## src/dmac_pkg.sv

```systemverilog
package dmac_pkg;
    localparam int  NUM_CH      = 2;
    localparam int  AW          = 16;
    localparam int  CW          = 11;
    localparam int  DW          = 16;
    localparam int  SRC_W       = 4;
    localparam int  FIFO_DEPTH  = 16;
    localparam int  HOLD_DLY    = 2;
    localparam int  CLK_HZ      = 20000000;
    localparam logic [CW-1:0] MAX_COUNT = 11'h400;
    // trigger source codes
    localparam logic [SRC_W-1:0] SRC_ADC   = 4'h0;
    localparam logic [SRC_W-1:0] SRC_CSI00 = 4'h1;
    localparam logic [SRC_W-1:0] SRC_CSI01 = 4'h2;
    localparam logic [SRC_W-1:0] SRC_CSI10 = 4'h3;
    localparam logic [SRC_W-1:0] SRC_UART0 = 4'h4;
    localparam logic [SRC_W-1:0] SRC_UART1 = 4'h5;
    localparam logic [SRC_W-1:0] SRC_UART3 = 4'h6;
    localparam logic [SRC_W-1:0] SRC_IIC10 = 4'h7;
    localparam logic [SRC_W-1:0] SRC_TMR0  = 4'h8;
    localparam logic [SRC_W-1:0] SRC_TMR1  = 4'h9;
    localparam logic [SRC_W-1:0] SRC_TMR4  = 4'hA;
    localparam logic [SRC_W-1:0] SRC_TMR5  = 4'hB;
    localparam int  NUM_SRC     = 12;
    typedef enum logic [2:0]
    {
        ST_IDLE  = 3'b001,
        ST_READ  = 3'b010,
        ST_WRITE = 3'b100
    } dmac_state_e;
endpackage

```

## src/dmac_fifo.sv

```systemverilog
`timescale 1ns/1ps
module dmac_fifo
#(
    parameter int WIDTH = 16,
    parameter int DEPTH = 16
)
(
    input  wire logic             core_clk_in,
    input  wire logic             rst_in,
    input  wire logic [WIDTH-1:0] wr_data_in,
    input  wire logic             wr_valid_in,
    output logic                  wr_ready_out,
    output logic [WIDTH-1:0]      rd_data_out,
    output logic                  rd_valid_out,
    input  wire logic             rd_ready_in
);
    localparam int PW = $clog2(DEPTH);
    logic [WIDTH-1:0] mem_r [DEPTH];
    logic [PW-1:0]    wp_r;
    logic [PW-1:0]    rp_r;
    logic [PW:0]      cnt_r;
    logic             do_wr;
    logic             do_rd;

    assign wr_ready_out = (cnt_r != (PW+1)'(DEPTH));
    assign rd_valid_out = (cnt_r != '0);
    assign do_wr        = wr_valid_in && wr_ready_out;
    assign do_rd        = rd_valid_out && rd_ready_in;
    assign rd_data_out  = mem_r[rp_r];

    always_ff @(posedge core_clk_in)
    begin
        if (do_wr)
        begin
            mem_r[wp_r] <= wr_data_in;
        end
    end

    always_ff @(posedge core_clk_in)
    begin
        if (rst_in)
        begin
            wp_r  <= '0;
            rp_r  <= '0;
            cnt_r <= '0;
        end
        else
        begin
            if (do_wr)
            begin
                wp_r <= wp_r + 1'b1;
            end
            if (do_rd)
            begin
                rp_r <= rp_r + 1'b1;
            end
            if (do_wr && !do_rd)
            begin
                cnt_r <= cnt_r + 1'b1;
            end
            else if (do_rd && !do_wr)
            begin
                cnt_r <= cnt_r - 1'b1;
            end
        end
    end
endmodule

```

## src/dmac_top.sv

```systemverilog
`timescale 1ns/1ps
module dmac_top
(
    input  wire logic                               core_clk_in,
    input  wire logic                               rst_in,
    // peripheral interrupt requests, one pulse per event
    input  wire logic [dmac_pkg::NUM_SRC-1:0]       irq_src_in,
    // per-channel configuration
    input  wire logic [1:0]                         ch_enable_in,
    input  wire logic [1:0]                         ch_wide_in,
    input  wire logic [1:0]                         ch_to_ram_in,
    input  wire logic [1:0]                         channel_hold_bit_in,
    input  wire logic [1:0]                         ch_load_in,
    input  wire logic [2*dmac_pkg::SRC_W-1:0]       ch_src_sel_in,
    input  wire logic [2*dmac_pkg::AW-1:0]          ch_sfr_addr_in,
    input  wire logic [2*dmac_pkg::AW-1:0]          ch_ram_addr_in,
    input  wire logic [2*dmac_pkg::CW-1:0]          ch_count_in,
    // memory bus
    output logic                                    cpu_stall_out,
    output logic                                    mem_req_out,
    output logic                                    mem_we_out,
    output logic                                    mem_sfr_out,
    output logic                                    mem_wide_out,
    output logic [dmac_pkg::AW-1:0]                 mem_addr_out,
    output logic [dmac_pkg::DW-1:0]                 mem_wdata_out,
    input  wire logic [dmac_pkg::DW-1:0]            mem_rdata_in,
    // status
    output logic [1:0]                              ch_busy_out,
    output logic [1:0]                              ch_done_irq_out,
    output logic [2*dmac_pkg::CW-1:0]               ch_remain_out
);
    localparam int N  = dmac_pkg::NUM_CH;
    localparam int AW = dmac_pkg::AW;
    localparam int CW = dmac_pkg::CW;
    localparam int SW = dmac_pkg::SRC_W;
    localparam int HD = dmac_pkg::HOLD_DLY;

    dmac_pkg::dmac_state_e state_r;
    logic                  cur_ch_r;
    logic [N-1:0]          pend_r;
    logic [N-1:0]          active_r;
    logic [N-1:0]          hold_eff;
    logic [N-1:0]          trig;
    logic [N-1:0]          grant;
    logic [HD-1:0]         hold_dly_r [N];
    logic [AW-1:0]         ram_addr_r [N];
    logic [AW-1:0]         sfr_addr_r [N];
    logic [CW-1:0]         count_r    [N];
    logic [N-1:0]          done_r;
    logic                  fifo_wr_ready;
    logic [dmac_pkg::DW-1:0] fifo_rdata;
    logic                  fifo_rd_valid;
    logic                  fifo_rd_ready;
    logic [AW-1:0]         rd_addr;
    logic [AW-1:0]         wr_addr;
    logic                  cur_wide;
    logic                  cur_to_ram;
    logic                  start;
    logic                  start_ch;

    function automatic logic src_hit(input logic [SW-1:0] sel,
                                     input logic [dmac_pkg::NUM_SRC-1:0] s);
        logic hit;
        hit = 1'b0;
        if (sel < SW'(dmac_pkg::NUM_SRC))
        begin
            hit = s[sel];
        end
        return hit;
    endfunction

    generate
        for (genvar c = 0; c < N; c++)
        begin : g_ch
            // hold bit travels two clocks before it blocks a start
            always_ff @(posedge core_clk_in)
            begin
                if (rst_in)
                begin
                    hold_dly_r[c] <= '0;
                end
                else
                begin
                    hold_dly_r[c] <= {hold_dly_r[c][HD-2:0],
                                      channel_hold_bit_in[c]};
                end
            end
            // release acts at once; set acts after the delay
            assign hold_eff[c] = channel_hold_bit_in[c] &&
                                 hold_dly_r[c][HD-1];
            assign trig[c] = active_r[c] &&
                             src_hit(ch_src_sel_in[c*SW +: SW],
                                     irq_src_in);

            always_ff @(posedge core_clk_in)
            begin
                if (rst_in)
                begin
                    pend_r[c] <= 1'b0;
                end
                else if (ch_load_in[c])
                begin
                    pend_r[c] <= 1'b0;
                end
                else if (trig[c])
                begin
                    pend_r[c] <= 1'b1;
                end
                else if (grant[c])
                begin
                    pend_r[c] <= 1'b0;
                end
            end

            always_ff @(posedge core_clk_in)
            begin
                if (rst_in)
                begin
                    active_r[c]   <= 1'b0;
                    count_r[c]    <= '0;
                    ram_addr_r[c] <= '0;
                    sfr_addr_r[c] <= '0;
                    done_r[c]     <= 1'b0;
                end
                else
                begin
                    done_r[c] <= 1'b0;
                    if (ch_load_in[c])
                    begin
                        count_r[c]    <= (ch_count_in[c*CW +: CW] >
                                          dmac_pkg::MAX_COUNT) ?
                                         dmac_pkg::MAX_COUNT :
                                         ch_count_in[c*CW +: CW];
                        ram_addr_r[c] <= ch_ram_addr_in[c*AW +: AW];
                        sfr_addr_r[c] <= ch_sfr_addr_in[c*AW +: AW];
                        active_r[c]   <= ch_enable_in[c] &&
                                         (ch_count_in[c*CW +: CW] != '0);
                    end
                    else if (state_r == dmac_pkg::ST_WRITE &&
                             cur_ch_r == 1'(c) && fifo_rd_valid)
                    begin
                        count_r[c]    <= count_r[c] - 1'b1;
                        ram_addr_r[c] <= ram_addr_r[c] +
                                         (ch_wide_in[c] ? AW'(2) :
                                                          AW'(1));
                        if (count_r[c] == CW'(1))
                        begin
                            active_r[c] <= 1'b0;
                            done_r[c]   <= 1'b1;
                        end
                    end
                end
            end
            assign ch_remain_out[c*CW +: CW] = count_r[c];
        end
    endgenerate

    // channel 0 wins when both are ready; each channel's hold
    // delay runs the same whether or not the engine is busy
    always_comb
    begin
        grant = '0;
        if (state_r == dmac_pkg::ST_IDLE && fifo_wr_ready)
        begin
            if (pend_r[0] && active_r[0] && !hold_eff[0])
            begin
                grant[0] = 1'b1;
            end
            else if (pend_r[1] && active_r[1] && !hold_eff[1])
            begin
                grant[1] = 1'b1;
            end
        end
    end
    assign start    = |grant;
    assign start_ch = grant[1];

    always_ff @(posedge core_clk_in)
    begin
        if (rst_in)
        begin
            state_r  <= dmac_pkg::ST_IDLE;
            cur_ch_r <= 1'b0;
        end
        else
        begin
            case (state_r)
                dmac_pkg::ST_IDLE:
                begin
                    if (start)
                    begin
                        state_r  <= dmac_pkg::ST_READ;
                        cur_ch_r <= start_ch;
                    end
                end
                dmac_pkg::ST_READ:
                begin
                    state_r <= dmac_pkg::ST_WRITE;
                end
                dmac_pkg::ST_WRITE:
                begin
                    if (fifo_rd_valid)
                    begin
                        state_r <= dmac_pkg::ST_IDLE;
                    end
                end
                default:
                begin
                    state_r <= dmac_pkg::ST_IDLE;
                end
            endcase
        end
    end

    assign cur_wide   = ch_wide_in[cur_ch_r];
    assign cur_to_ram = ch_to_ram_in[cur_ch_r];
    // read side and write side are always one SFR, one RAM
    assign rd_addr = cur_to_ram ? sfr_addr_r[cur_ch_r] :
                                  ram_addr_r[cur_ch_r];
    assign wr_addr = cur_to_ram ? ram_addr_r[cur_ch_r] :
                                  sfr_addr_r[cur_ch_r];

    // read data is captured as the read cycle closes, so the write
    // cycle finds it waiting and the stall stays at two cycles
    dmac_fifo #(
        .WIDTH (dmac_pkg::DW),
        .DEPTH (dmac_pkg::FIFO_DEPTH)
    ) u_fifo (
        .core_clk_in  (core_clk_in),
        .rst_in       (rst_in),
        .wr_data_in   (cur_wide ? mem_rdata_in :
                       {8'h00, mem_rdata_in[7:0]}),
        .wr_valid_in  (state_r == dmac_pkg::ST_READ),
        .wr_ready_out (fifo_wr_ready),
        .rd_data_out  (fifo_rdata),
        .rd_valid_out (fifo_rd_valid),
        .rd_ready_in  (fifo_rd_ready)
    );
    assign fifo_rd_ready = (state_r == dmac_pkg::ST_WRITE);

    always_comb
    begin
        mem_req_out   = 1'b0;
        mem_we_out    = 1'b0;
        mem_sfr_out   = 1'b0;
        mem_addr_out  = '0;
        mem_wdata_out = '0;
        case (state_r)
            dmac_pkg::ST_READ:
            begin
                mem_req_out  = 1'b1;
                mem_sfr_out  = cur_to_ram;
                mem_addr_out = rd_addr;
            end
            dmac_pkg::ST_WRITE:
            begin
                mem_req_out   = fifo_rd_valid;
                mem_we_out    = fifo_rd_valid;
                mem_sfr_out   = !cur_to_ram;
                mem_addr_out  = wr_addr;
                mem_wdata_out = fifo_rdata;
            end
            default:
            begin
                mem_req_out = 1'b0;
            end
        endcase
    end
    assign mem_wide_out    = cur_wide;
    assign cpu_stall_out   = (state_r != dmac_pkg::ST_IDLE);
    assign ch_busy_out     = active_r;
    assign ch_done_irq_out = done_r;
endmodule

```

## config.mk

```make
export PLATFORM = sky130hd
export DESIGN_NAME = dmac_top
export DESIGN_NICKNAME = d
export VERILOG_FILES = /design/src/dmac_pkg.sv /design/src/dmac_fifo.sv /design/src/dmac_top.sv
export SDC_FILE = /design/constraint.sdc
export NUM_CORES = 1
export LEC_CHECK = 0
export BUFFER_PORTS_ARGS = -buffer_cell sky130_fd_sc_hd__buf_2
export CORE_MARGIN = 2
export CORE_UTILIZATION = 35
export CTS_BUF_LIST = sky130_fd_sc_hd__clkbuf_4
export DETAILED_ROUTE_END_ITERATION = 7
export GPL_ROUTABILITY_DRIVEN = 0
export SYNTH_ARGS = -nofsm -noshare
export SYNTH_HDL_FRONTEND = slang
export SYNTH_SLANG_ARGS = --single-unit
export TNS_END_PERCENT = 100
```

## constraint.sdc

```tcl
create_clock -name core_clk_in -period 3.7 [get_ports core_clk_in]
set_input_delay 0.74 -clock core_clk_in [delete_from_list [all_inputs] [get_ports core_clk_in]]
set_output_delay 0.74 -clock core_clk_in [all_outputs]
set_load 0.01 [all_outputs]
```

==> flow_metrics.py, run 1 <==
metrics = {
    "run_status": {
        "status": "complete, no violations",
    },
    "sta": {
        "setup_violations": 0,
        "maxSlewHeadroom_pct": 29.6,
        "max_freq_mhz": 296,
        "period_share_pct": 91.5,
        "min_hold_slack_ps": 188,
        "tightestPinTransition_ps": 1050,
        "finalClockSkew_ps": 45.1,
        "finalWorstPathRequiredPeriod_ps": 3380,
        "grt_setup_unrepaired": "no",
        "timing_max_transition_violations_final": 0,
        "setup_total_negative_slack_ps": 0,
        "postLayoutSetupSlackWorst_ps": 316,
        "finalHoldViolations": 0,
    },
    "job": {
        "timing.max_cap.violations": 0,
    },
    "critical_path": {
        "timing.critical_path.required_ps": 2960,
        "worstSetupEndpointType": "output pin",
        "critical_path_start_type": "flop",
        "ff2ff_setup_slack_ps": 600,
        "crit_path_max_fanout": 17,
        "classification_of_the_worst_setup_path": "flop to output pin",
        "cp_data_arrival_time_ps": 2640,
    },
    "placed_design": {
        "dp_slack_ps": 529,
        "io_buffer_count": 196,
        "dpl.hpwl_um": 27300,
        "placedInstanceArea_um2": 18300,
    },
    "global_route": {
        "via_count_of_the_first_global_routing_pass": 10600,
        "global_route.usage.total_pct": 16.9,
        "maximum_number_of_pins_on_one_net_before_global_route_repair": 38,
        "grt_pass1_wl_um": 62900,
        "antenna_violations_before_repair": 14,
        "grt.overflow.total": 0,
    },
    "synth": {
        "post_synth_num_cell_types": 58,
        "ys.warnings.count": 0,
        "yosys.area_share.xor_xnor_pct": 2.45,
        "synth_async_sr_flop_share_pct": 0,
        "synth_largest_type_area_fraction_pct": 62.4,
        "mappedNetlistArea_um2": 16500,
        "area_leader_netlist": "sky130_fd_sc_hd__edfxtp_1",
        "synthMuxAreaShare_pct": 14.0,
        "cell_count_after_synthesis": 1055,
        "synth_nets": 1209,
        "synth_adder_area_share_pct": 1.66,
        "number_of_enable_flip_flop_cells_after_synthesis": 342,
        "main_area_contributors_after_synthesis": "sky130_fd_sc_hd__edfxtp_1 (62%), sky130_fd_sc_hd__mux4_2 (9.2%), sky130_fd_sc_hd__mux2i_1 (4.7%)",
        "syn_avg_cell_area_um2": 15.6,
        "synth_compound_area_share_pct": 5.23,
        "synth_top_family_by_area": "multiplexers",
        "synth_simple_gate_area_share_pct": 8.44,
        "ys_seq_area_share_pct": 66.3,
        "ys.flop_type": "sky130_fd_sc_hd__edfxtp_1",
        "number_of_flip_flops_and_latches_in_the_synthesized_netlist": 374,
    },
    "route": {
        "detailed_route_wl_um": 41100,
        "detail_route.first_pass.iterations": 4,
        "via_count": 10300,
        "ant_nets": 0,
        "post_drt_wl_per_cell_um": 20.4,
        "detailedRoute.firstIterationViolations": 737,
        "via_per_instance_ratio": 5.11,
        "remaining_drc_errors": 0,
    },
    "cells_and_area": {
        "fillers": 4344,
        "layout.cells.most_common": "sky130_fd_sc_hd__edfxtp_1",
        "postLayoutCellArea_um2": 19700,
        "post_route_cells_drive_above_1_share_pct": 35.2,
        "sequential_cell_area_um2": 10900,
        "final_nets": 1487,
        "area_delta_synth_final_pct": 19.3,
        "layout_common_cells": "sky130_fd_sc_hd__edfxtp_1 (342), sky130_fd_sc_hd__buf_2 (196), sky130_fd_sc_hd__clkbuf_4 (150), sky130_fd_sc_hd__mux2i_1 (76), sky130_fd_sc_hd__mux4_2 (67)",
        "area_taken_by_multi_input_logic_gates_um2": 5300,
    },
    "floorplanning": {
        "initial_core_util_pct": 35.4,
        "die_outline_height_um": 221,
        "die_span_in_x_um": 221,
        "core.rowCount": 79,
        "top_level_ports": 197,
        "design.die.area_um2": 48800,
        "core_area_um2": 46500,
    },
    "clocking": {
        "clock_tree_root_buffer_cell": "sky130_fd_sc_hd__clkbuf_4",
        "cts-htree-levels": 3,
        "worstSkewPairLatency_ps": 820,
        "cts_tree": "yes",
        "clockBufferDepth": 3,
        "num_cts_buffers": 98,
        "postCtsHoldBufs": 0,
        "clkSlewWorstSetupHoldPaths_ps": 60,
        "tritoncts_num_sinks": 374,
    },
    "pwr": {
        "report.power.total_mw": 8.81,
        "power.ir.vdd_worst_mv": 0.246,
        "p_per_area_nw_per_um2": 448,
        "p_leak_nw": 6.90,
    },
    "min_path": {
        "worstHoldPathType": "input pin to flop",
    },
}
-- final cells by class --
cell class / instances / share of cell area, %
timing repair buffer: 233 / 6.53
sequential: 374 / 55.6
clock buffer: 150 / 5.73
inverter: 24 / 0.458
multi-input combinational: 602 / 27.0
clock inverter: 20 / 0.809
tap: 607 / 3.86
antenna: 6 / 0.0764
-- metrics by stage --
| step | cells | utilization, % |
|---|---|---|
| after floorplan | 1055 | - |
| after global placement | 1840 | 39.5 |
| after detailed placement | 1840 | 39.5 |
| after CTS | 2010 | 42.3 |
| after global routing | 2013 | 42.3 |
| final | 2016 | 42.3 |
-- layer usage --
| metal | vias up | wire length, um | global-route usage, % |
|---|---|---|---|
| met4 | 10 | 643 | 5.20 |
| li1 | 4758 | - | - |
| met3 | 59 | 3150 | 5.87 |
| met5 | - | 61 | 0 |
| met1 | 5091 | 17600 | 21.7 |
| met2 | 374 | 19700 | 27.0 |
-- sequential cells by signal (all words and copies together) (netlist names), named ones only --
| signal | flops |
|---|---|
| count_r | 22 |
| sfr_addr_r | 32 |
| ch_busy_out | 2 |
| state_r | 3 |
| pend_r | 2 |
| cur_ch_r | 1 |
| ch_done_irq_out | 2 |
| u_fifo.wp_r | 4 |
| u_fifo.mem_r | 256 |
| hold_dly_r | 4 |
| u_fifo.cnt_r | 5 |
| u_fifo.rp_r | 4 |
| ram_addr_r | 32 |
-- report_power, final --
| group | leakage (nW) | switching [mW] | internal, mW |
|---|---|---|---|
| sequential | 3.51 | 0.0759 | 4.69 |
| combinational | 2.62 | 0.230 | 0.162 |
| clock | 0.766 | 1.66 | 1.99 |
-- Yosys cell counts, types with 3 or more instances --
cell type	instances
sky130_fd_sc_hd__nand3_1	22
sky130_fd_sc_hd__fa_1	3
sky130_fd_sc_hd__nor3_1	13
sky130_fd_sc_hd__o2bb2ai_1	7
sky130_fd_sc_hd__nand2b_1	10
sky130_fd_sc_hd__xnor2_1	18
sky130_fd_sc_hd__nand3b_1	7
sky130_fd_sc_hd__buf_2	15
sky130_fd_sc_hd__nand4b_1	7
sky130_fd_sc_hd__edfxtp_1	342
sky130_fd_sc_hd__nor2b_1	18
sky130_fd_sc_hd__nand4_1	10
sky130_fd_sc_hd__inv_1	24
sky130_fd_sc_hd__o211ai_1	12
sky130_fd_sc_hd__and4_1	3
sky130_fd_sc_hd__o211a_1	3
sky130_fd_sc_hd__mux2i_1	77
sky130_fd_sc_hd__a21o_1	4
sky130_fd_sc_hd__a22o_1	7
sky130_fd_sc_hd__buf_1	9
sky130_fd_sc_hd__clkbuf_1	29
sky130_fd_sc_hd__nand2_1	64
sky130_fd_sc_hd__or4_1	9
sky130_fd_sc_hd__a21oi_1	8
sky130_fd_sc_hd__dfxtp_1	32
sky130_fd_sc_hd__ha_1	17
sky130_fd_sc_hd__nor4_1	10
sky130_fd_sc_hd__o21ai_0	35
sky130_fd_sc_hd__xor2_1	28
sky130_fd_sc_hd__nor2_1	48
sky130_fd_sc_hd__and2_1	34
sky130_fd_sc_hd__o22ai_1	32
sky130_fd_sc_hd__mux4_2	67
-- worst max-delay path: stages, from the launching register on --
cell and delay [ps]:
sky130_fd_sc_hd__dfxtp_2 460, sky130_fd_sc_hd__mux2i_2 360, sky130_fd_sc_hd__mux2i_1 260, sky130_fd_sc_hd__nand2b_2 300
sky130_fd_sc_hd__o22ai_1 300, sky130_fd_sc_hd__buf_2 170
-- what timing repair did --
item                                    4_1_cts  5_1_grt
gates resized for setup                       3        2
setup buffers                                 0        0
endpoints found under the setup margin       20       16
-- cell families (layout without fill, tap and decap cells) --
family / Yosys count / in the layout
flip-flops: 374 / 374
buffers and inverters: 79 / 427
other: 0 / 6
XOR/XNOR: 46 / 46
AO/OA/AOI/OAI: 127 / 127
AND/OR/NAND/NOR: 263 / 263
multiplexers: 146 / 146
adder cells (fa/ha/maj): 20 / 20
-- final timing paths --
check | endpoint | from | cells after the start
max | mem_addr_out[15] | cur_ch_r | 5
min | hold_dly_r[0][0] | channel_hold_bit_in[0] | 2
min reg2reg | hold_dly_r[1][1] | hold_dly_r[1][0] | 1
max reg2reg | u_fifo.cnt_r[4] | u_fifo.cnt_r[0] | 9
No activity file was read; power rests on OpenSTA's default activity.
==> run 2: changes to the inputs <==
- ABC_AREA: unset -> 1
==> run 2 against run 1 <==
Total power rose by 1.2%. Non-clock buffer count fell by 1. Critical path depth rose by 1. Worst setup slack got worse by 110 ps. Maximum frequency fell by 3.1%. Via count rose by 28%. Hold slack got worse by 29 ps. Design area rose by 4.6%. First-iteration DRC count rose by 31%. Flip-flop and latch count did not move. Clock-buffer cell count fell by 1. Largest cell class unchanged. Highest routed layer unchanged.
==> flow_metrics.py, run 2 <==
metrics = {
    "clocking": {
        "clkSlewWorstSetupHoldPaths_ps": 70,
        "postCtsHoldBufs": 0,
        "tritoncts_num_sinks": 374,
        "post-cts-setup-buffer-count": 0,
        "num_cts_buffers": 99,
        "clockBufferDepth": 3,
        "clock_tree_root_buffer_cell": "sky130_fd_sc_hd__clkbuf_4",
        "cts_tree": "yes",
        "cts-htree-levels": 3,
        "worstSkewPairLatency_ps": 850,
    },
    "route": {
        "detail_route.first_pass.iterations": 5,
        "post_drt_wl_per_cell_um": 17.3,
        "via_per_instance_ratio": 4.86,
        "remaining_drc_errors": 0,
        "detailedRoute.firstIterationViolations": 964,
        "ant_nets": 0,
        "detailed_route_wl_um": 47100,
        "via_count": 13200,
    },
    "cells_and_area": {
        "layout_common_cells": "sky130_fd_sc_hd__edfxtp_1 (342), sky130_fd_sc_hd__nor2_1 (314), sky130_fd_sc_hd__nand2_1 (209), sky130_fd_sc_hd__buf_2 (196), sky130_fd_sc_hd__o21ai_0 (166)",
        "reg_top3": "u_fifo.mem_r x256, ram_addr_r x32, sfr_addr_r x32",
        "area_taken_by_multi_input_logic_gates_um2": 5510,
        "final_nets": 2119,
        "area_delta_synth_final_pct": 18.3,
        "layout.cells.most_common": "sky130_fd_sc_hd__edfxtp_1",
        "postLayoutCellArea_um2": 20600,
        "largest-register": "u_fifo.mem_r",
        "fillers": 4683,
        "instances_no_fill": 2716,
        "sequential_cell_area_um2": 10900,
        "post_route_cells_drive_above_1_share_pct": 21.7,
        "largest_reg_flops": 256,
    },
    "floorplanning": {
        "top_level_ports": 197,
        "die_outline_height_um": 227,
        "core.rowCount": 81,
        "core_area_um2": 49000,
        "design.die.area_um2": 51400,
        "initial_core_util_pct": 35.5,
        "die_span_in_x_um": 227,
    },
    "synth": {
        "mappedNetlistArea_um2": 17400,
        "post_synth_num_cell_types": 44,
        "post_synth_most_frequent_cells": "sky130_fd_sc_hd__edfxtp_1 (342), sky130_fd_sc_hd__nor2_1 (330), sky130_fd_sc_hd__nand2_1 (209)",
        "main_area_contributors_after_synthesis": "sky130_fd_sc_hd__edfxtp_1 (59%), sky130_fd_sc_hd__nor2_1 (7.1%), sky130_fd_sc_hd__o21ai_0 (4.8%)",
        "area_leader_netlist": "sky130_fd_sc_hd__edfxtp_1",
        "syn_avg_cell_area_um2": 10.2,
        "ys.warnings.count": 0,
        "yosys.cell_count.top_type": "sky130_fd_sc_hd__edfxtp_1",
        "ys.flop_type": "sky130_fd_sc_hd__edfxtp_1",
        "number_of_enable_flip_flop_cells_after_synthesis": 342,
        "ys_seq_area_share_pct": 62.8,
        "synth_nets": 1858,
        "synth_largest_type_area_fraction_pct": 59.1,
        "cell_count_after_synthesis": 1704,
        "number_of_flip_flops_and_latches_in_the_synthesized_netlist": 374,
        "synth_async_sr_flop_share_pct": 0,
    },
    "critical_path": {
        "worstSetupEndpointType": "output pin",
        "crit_path_max_fanout": 18,
        "r2r_cells": 14,
        "classification_of_the_worst_setup_path": "flop to output pin",
        "timing.critical_path.required_ps": 2960,
        "cp_data_arrival_time_ps": 2750,
        "critical_path_start_type": "flop",
    },
    "global_route": {
        "grt.overflow.total": 0,
        "via_count_of_the_first_global_routing_pass": 12700,
        "global_route.usage.total_pct": 18.3,
        "antenna_violations_before_repair": 14,
        "grt_pass1_wl_um": 71300,
        "maximum_number_of_pins_on_one_net_before_global_route_repair": 111,
    },
    "placed_design": {
        "placedInstanceArea_um2": 19200,
        "io_buffer_count": 196,
        "dpl.hpwl_um": 30300,
        "dpl.cell_count": 2528,
        "dp_slack_ps": 771,
    },
    "sta": {
        "grt_setup_unrepaired": "yes",
        "max_freq_mhz": 286,
        "period_share_pct": 94.4,
        "timing_max_transition_violations_final": 0,
        "finalWorstPathRequiredPeriod_ps": 3490,
        "finalHoldViolations": 0,
        "finalClockSkew_ps": 59.1,
        "setup_violations": 0,
        "tightestPinTransition_ps": 1040,
        "maxSlewHeadroom_pct": 30.4,
        "postLayoutSetupSlackWorst_ps": 209,
    },
    "min_path": {
        "hold_depth": 3,
        "worstHoldPathType": "input pin to flop",
    },
    "pwr": {
        "p_leak_nw": 8.15,
        "power.ir.vdd_worst_mv": 0.211,
        "p_per_area_nw_per_um2": 434,
    },
    "run_status": {
        "status": "complete, no violations",
    },
    "job": {
        "timing.max_cap.violations": 0,
    },
}
[run 2: changes by cell type in the layout (fill, tap and decap cells not counted), moves of 34 or more]
cell,delta
sky130_fd_sc_hd__mux2i_1,-55
sky130_fd_sc_hd__nor2_1,+278
sky130_fd_sc_hd__nand3_1,+97
sky130_fd_sc_hd__o21ai_0,+132
sky130_fd_sc_hd__nand2_1,+146
sky130_fd_sc_hd__and2_1,-34
sky130_fd_sc_hd__a21oi_1,+49
sky130_fd_sc_hd__mux4_2,-67
sky130_fd_sc_hd__inv_1,+139
[run 2: final cells by class]
cell class              count  area share [%]
flip-flops and latches    374            53.1
inverters                 172            3.18
repair buffers            232            6.34
clock inverters            35            1.03
clock buffers             149            5.44
well taps                 664            4.04
multi-input cells        1086            26.8
diodes                      4          0.0487
[run 2: per-stage QoR]
stage / TNS [ps] / util [%] / hold WS, ps / total power, mW
after global routing: -27.4 / 42.0 / 87.8 / 9.31
after floorplan: 0 / - / 388 / 5.08
after CTS: 0 / 41.9 / 80.4 / 9.03
final: 0 / 42.0 / 159 / 8.91
after detailed placement: 0 / 39.2 / 398 / 5.30
after global placement: 0 / 39.2 / 398 / 5.29
[run 2: cells by family (layout without fill, tap and decap cells)]
logic type               after synthesis  in the layout  share of synthesized area [%]
XOR/XNOR                              37             37                           1.87
flip-flops                           374            374                           62.8
AO/OA/AOI/OAI                        307            307                           9.94
adder cells (fa/ha/maj)               20             20                           1.57
AND/OR/NAND/NOR                      701            701                           16.8
multiplexers                          21             21                           1.21
buffers and inverters                244            588                           5.80
other                                  0              4                              0
[run 2: report_power, final]
group	leakage (nW)	internal (mW)	switching, mW
Sequential	3.53	4.69	0.0586
Clock	0.782	1.94	1.76
Combinational	3.83	0.172	0.294
[run 2: worst max-delay path, cell delays in order, from the launching register on]
cell                         delay (ps)
sky130_fd_sc_hd__dfxtp_1            380
sky130_fd_sc_hd__clkinvlp_4         410
sky130_fd_sc_hd__buf_4              370
sky130_fd_sc_hd__nand3_1            120
sky130_fd_sc_hd__nand3_1             80
sky130_fd_sc_hd__a21oi_1            340
sky130_fd_sc_hd__buf_2              200
[run 2: final timing paths]
path / from / end / slack, ps
worst min register to register: hold_dly_r[0][0] / hold_dly_r[0][1] / 410
worst min-delay path: channel_hold_bit_in[1] / hold_dly_r[1][0] / 160
worst max register to register: state_r[0] / u_fifo.cnt_r[4] / 1140
worst max-delay path: flop / mem_wdata_out[14] / 210
[run 2: layer usage]
layer | vias to the layer above | part of all wire (%) | track usage, %
li1 | 6437 | - | -
met1 | 6134 | 43 | 23.6
met2 | 514 | 47 | 29.4
met3 | 92 | 7.8 | 5.31
met4 | 18 | 2.2 | 6.24
met5 | - | 0.25 | 0
[run 2: what timing repair did]
action / CTS / global route
cloned: 0 / 0
endpoints found under the setup margin: 2 / 7
endpoints found under the hold margin: 0 / 0
resized for setup: 1 / 6
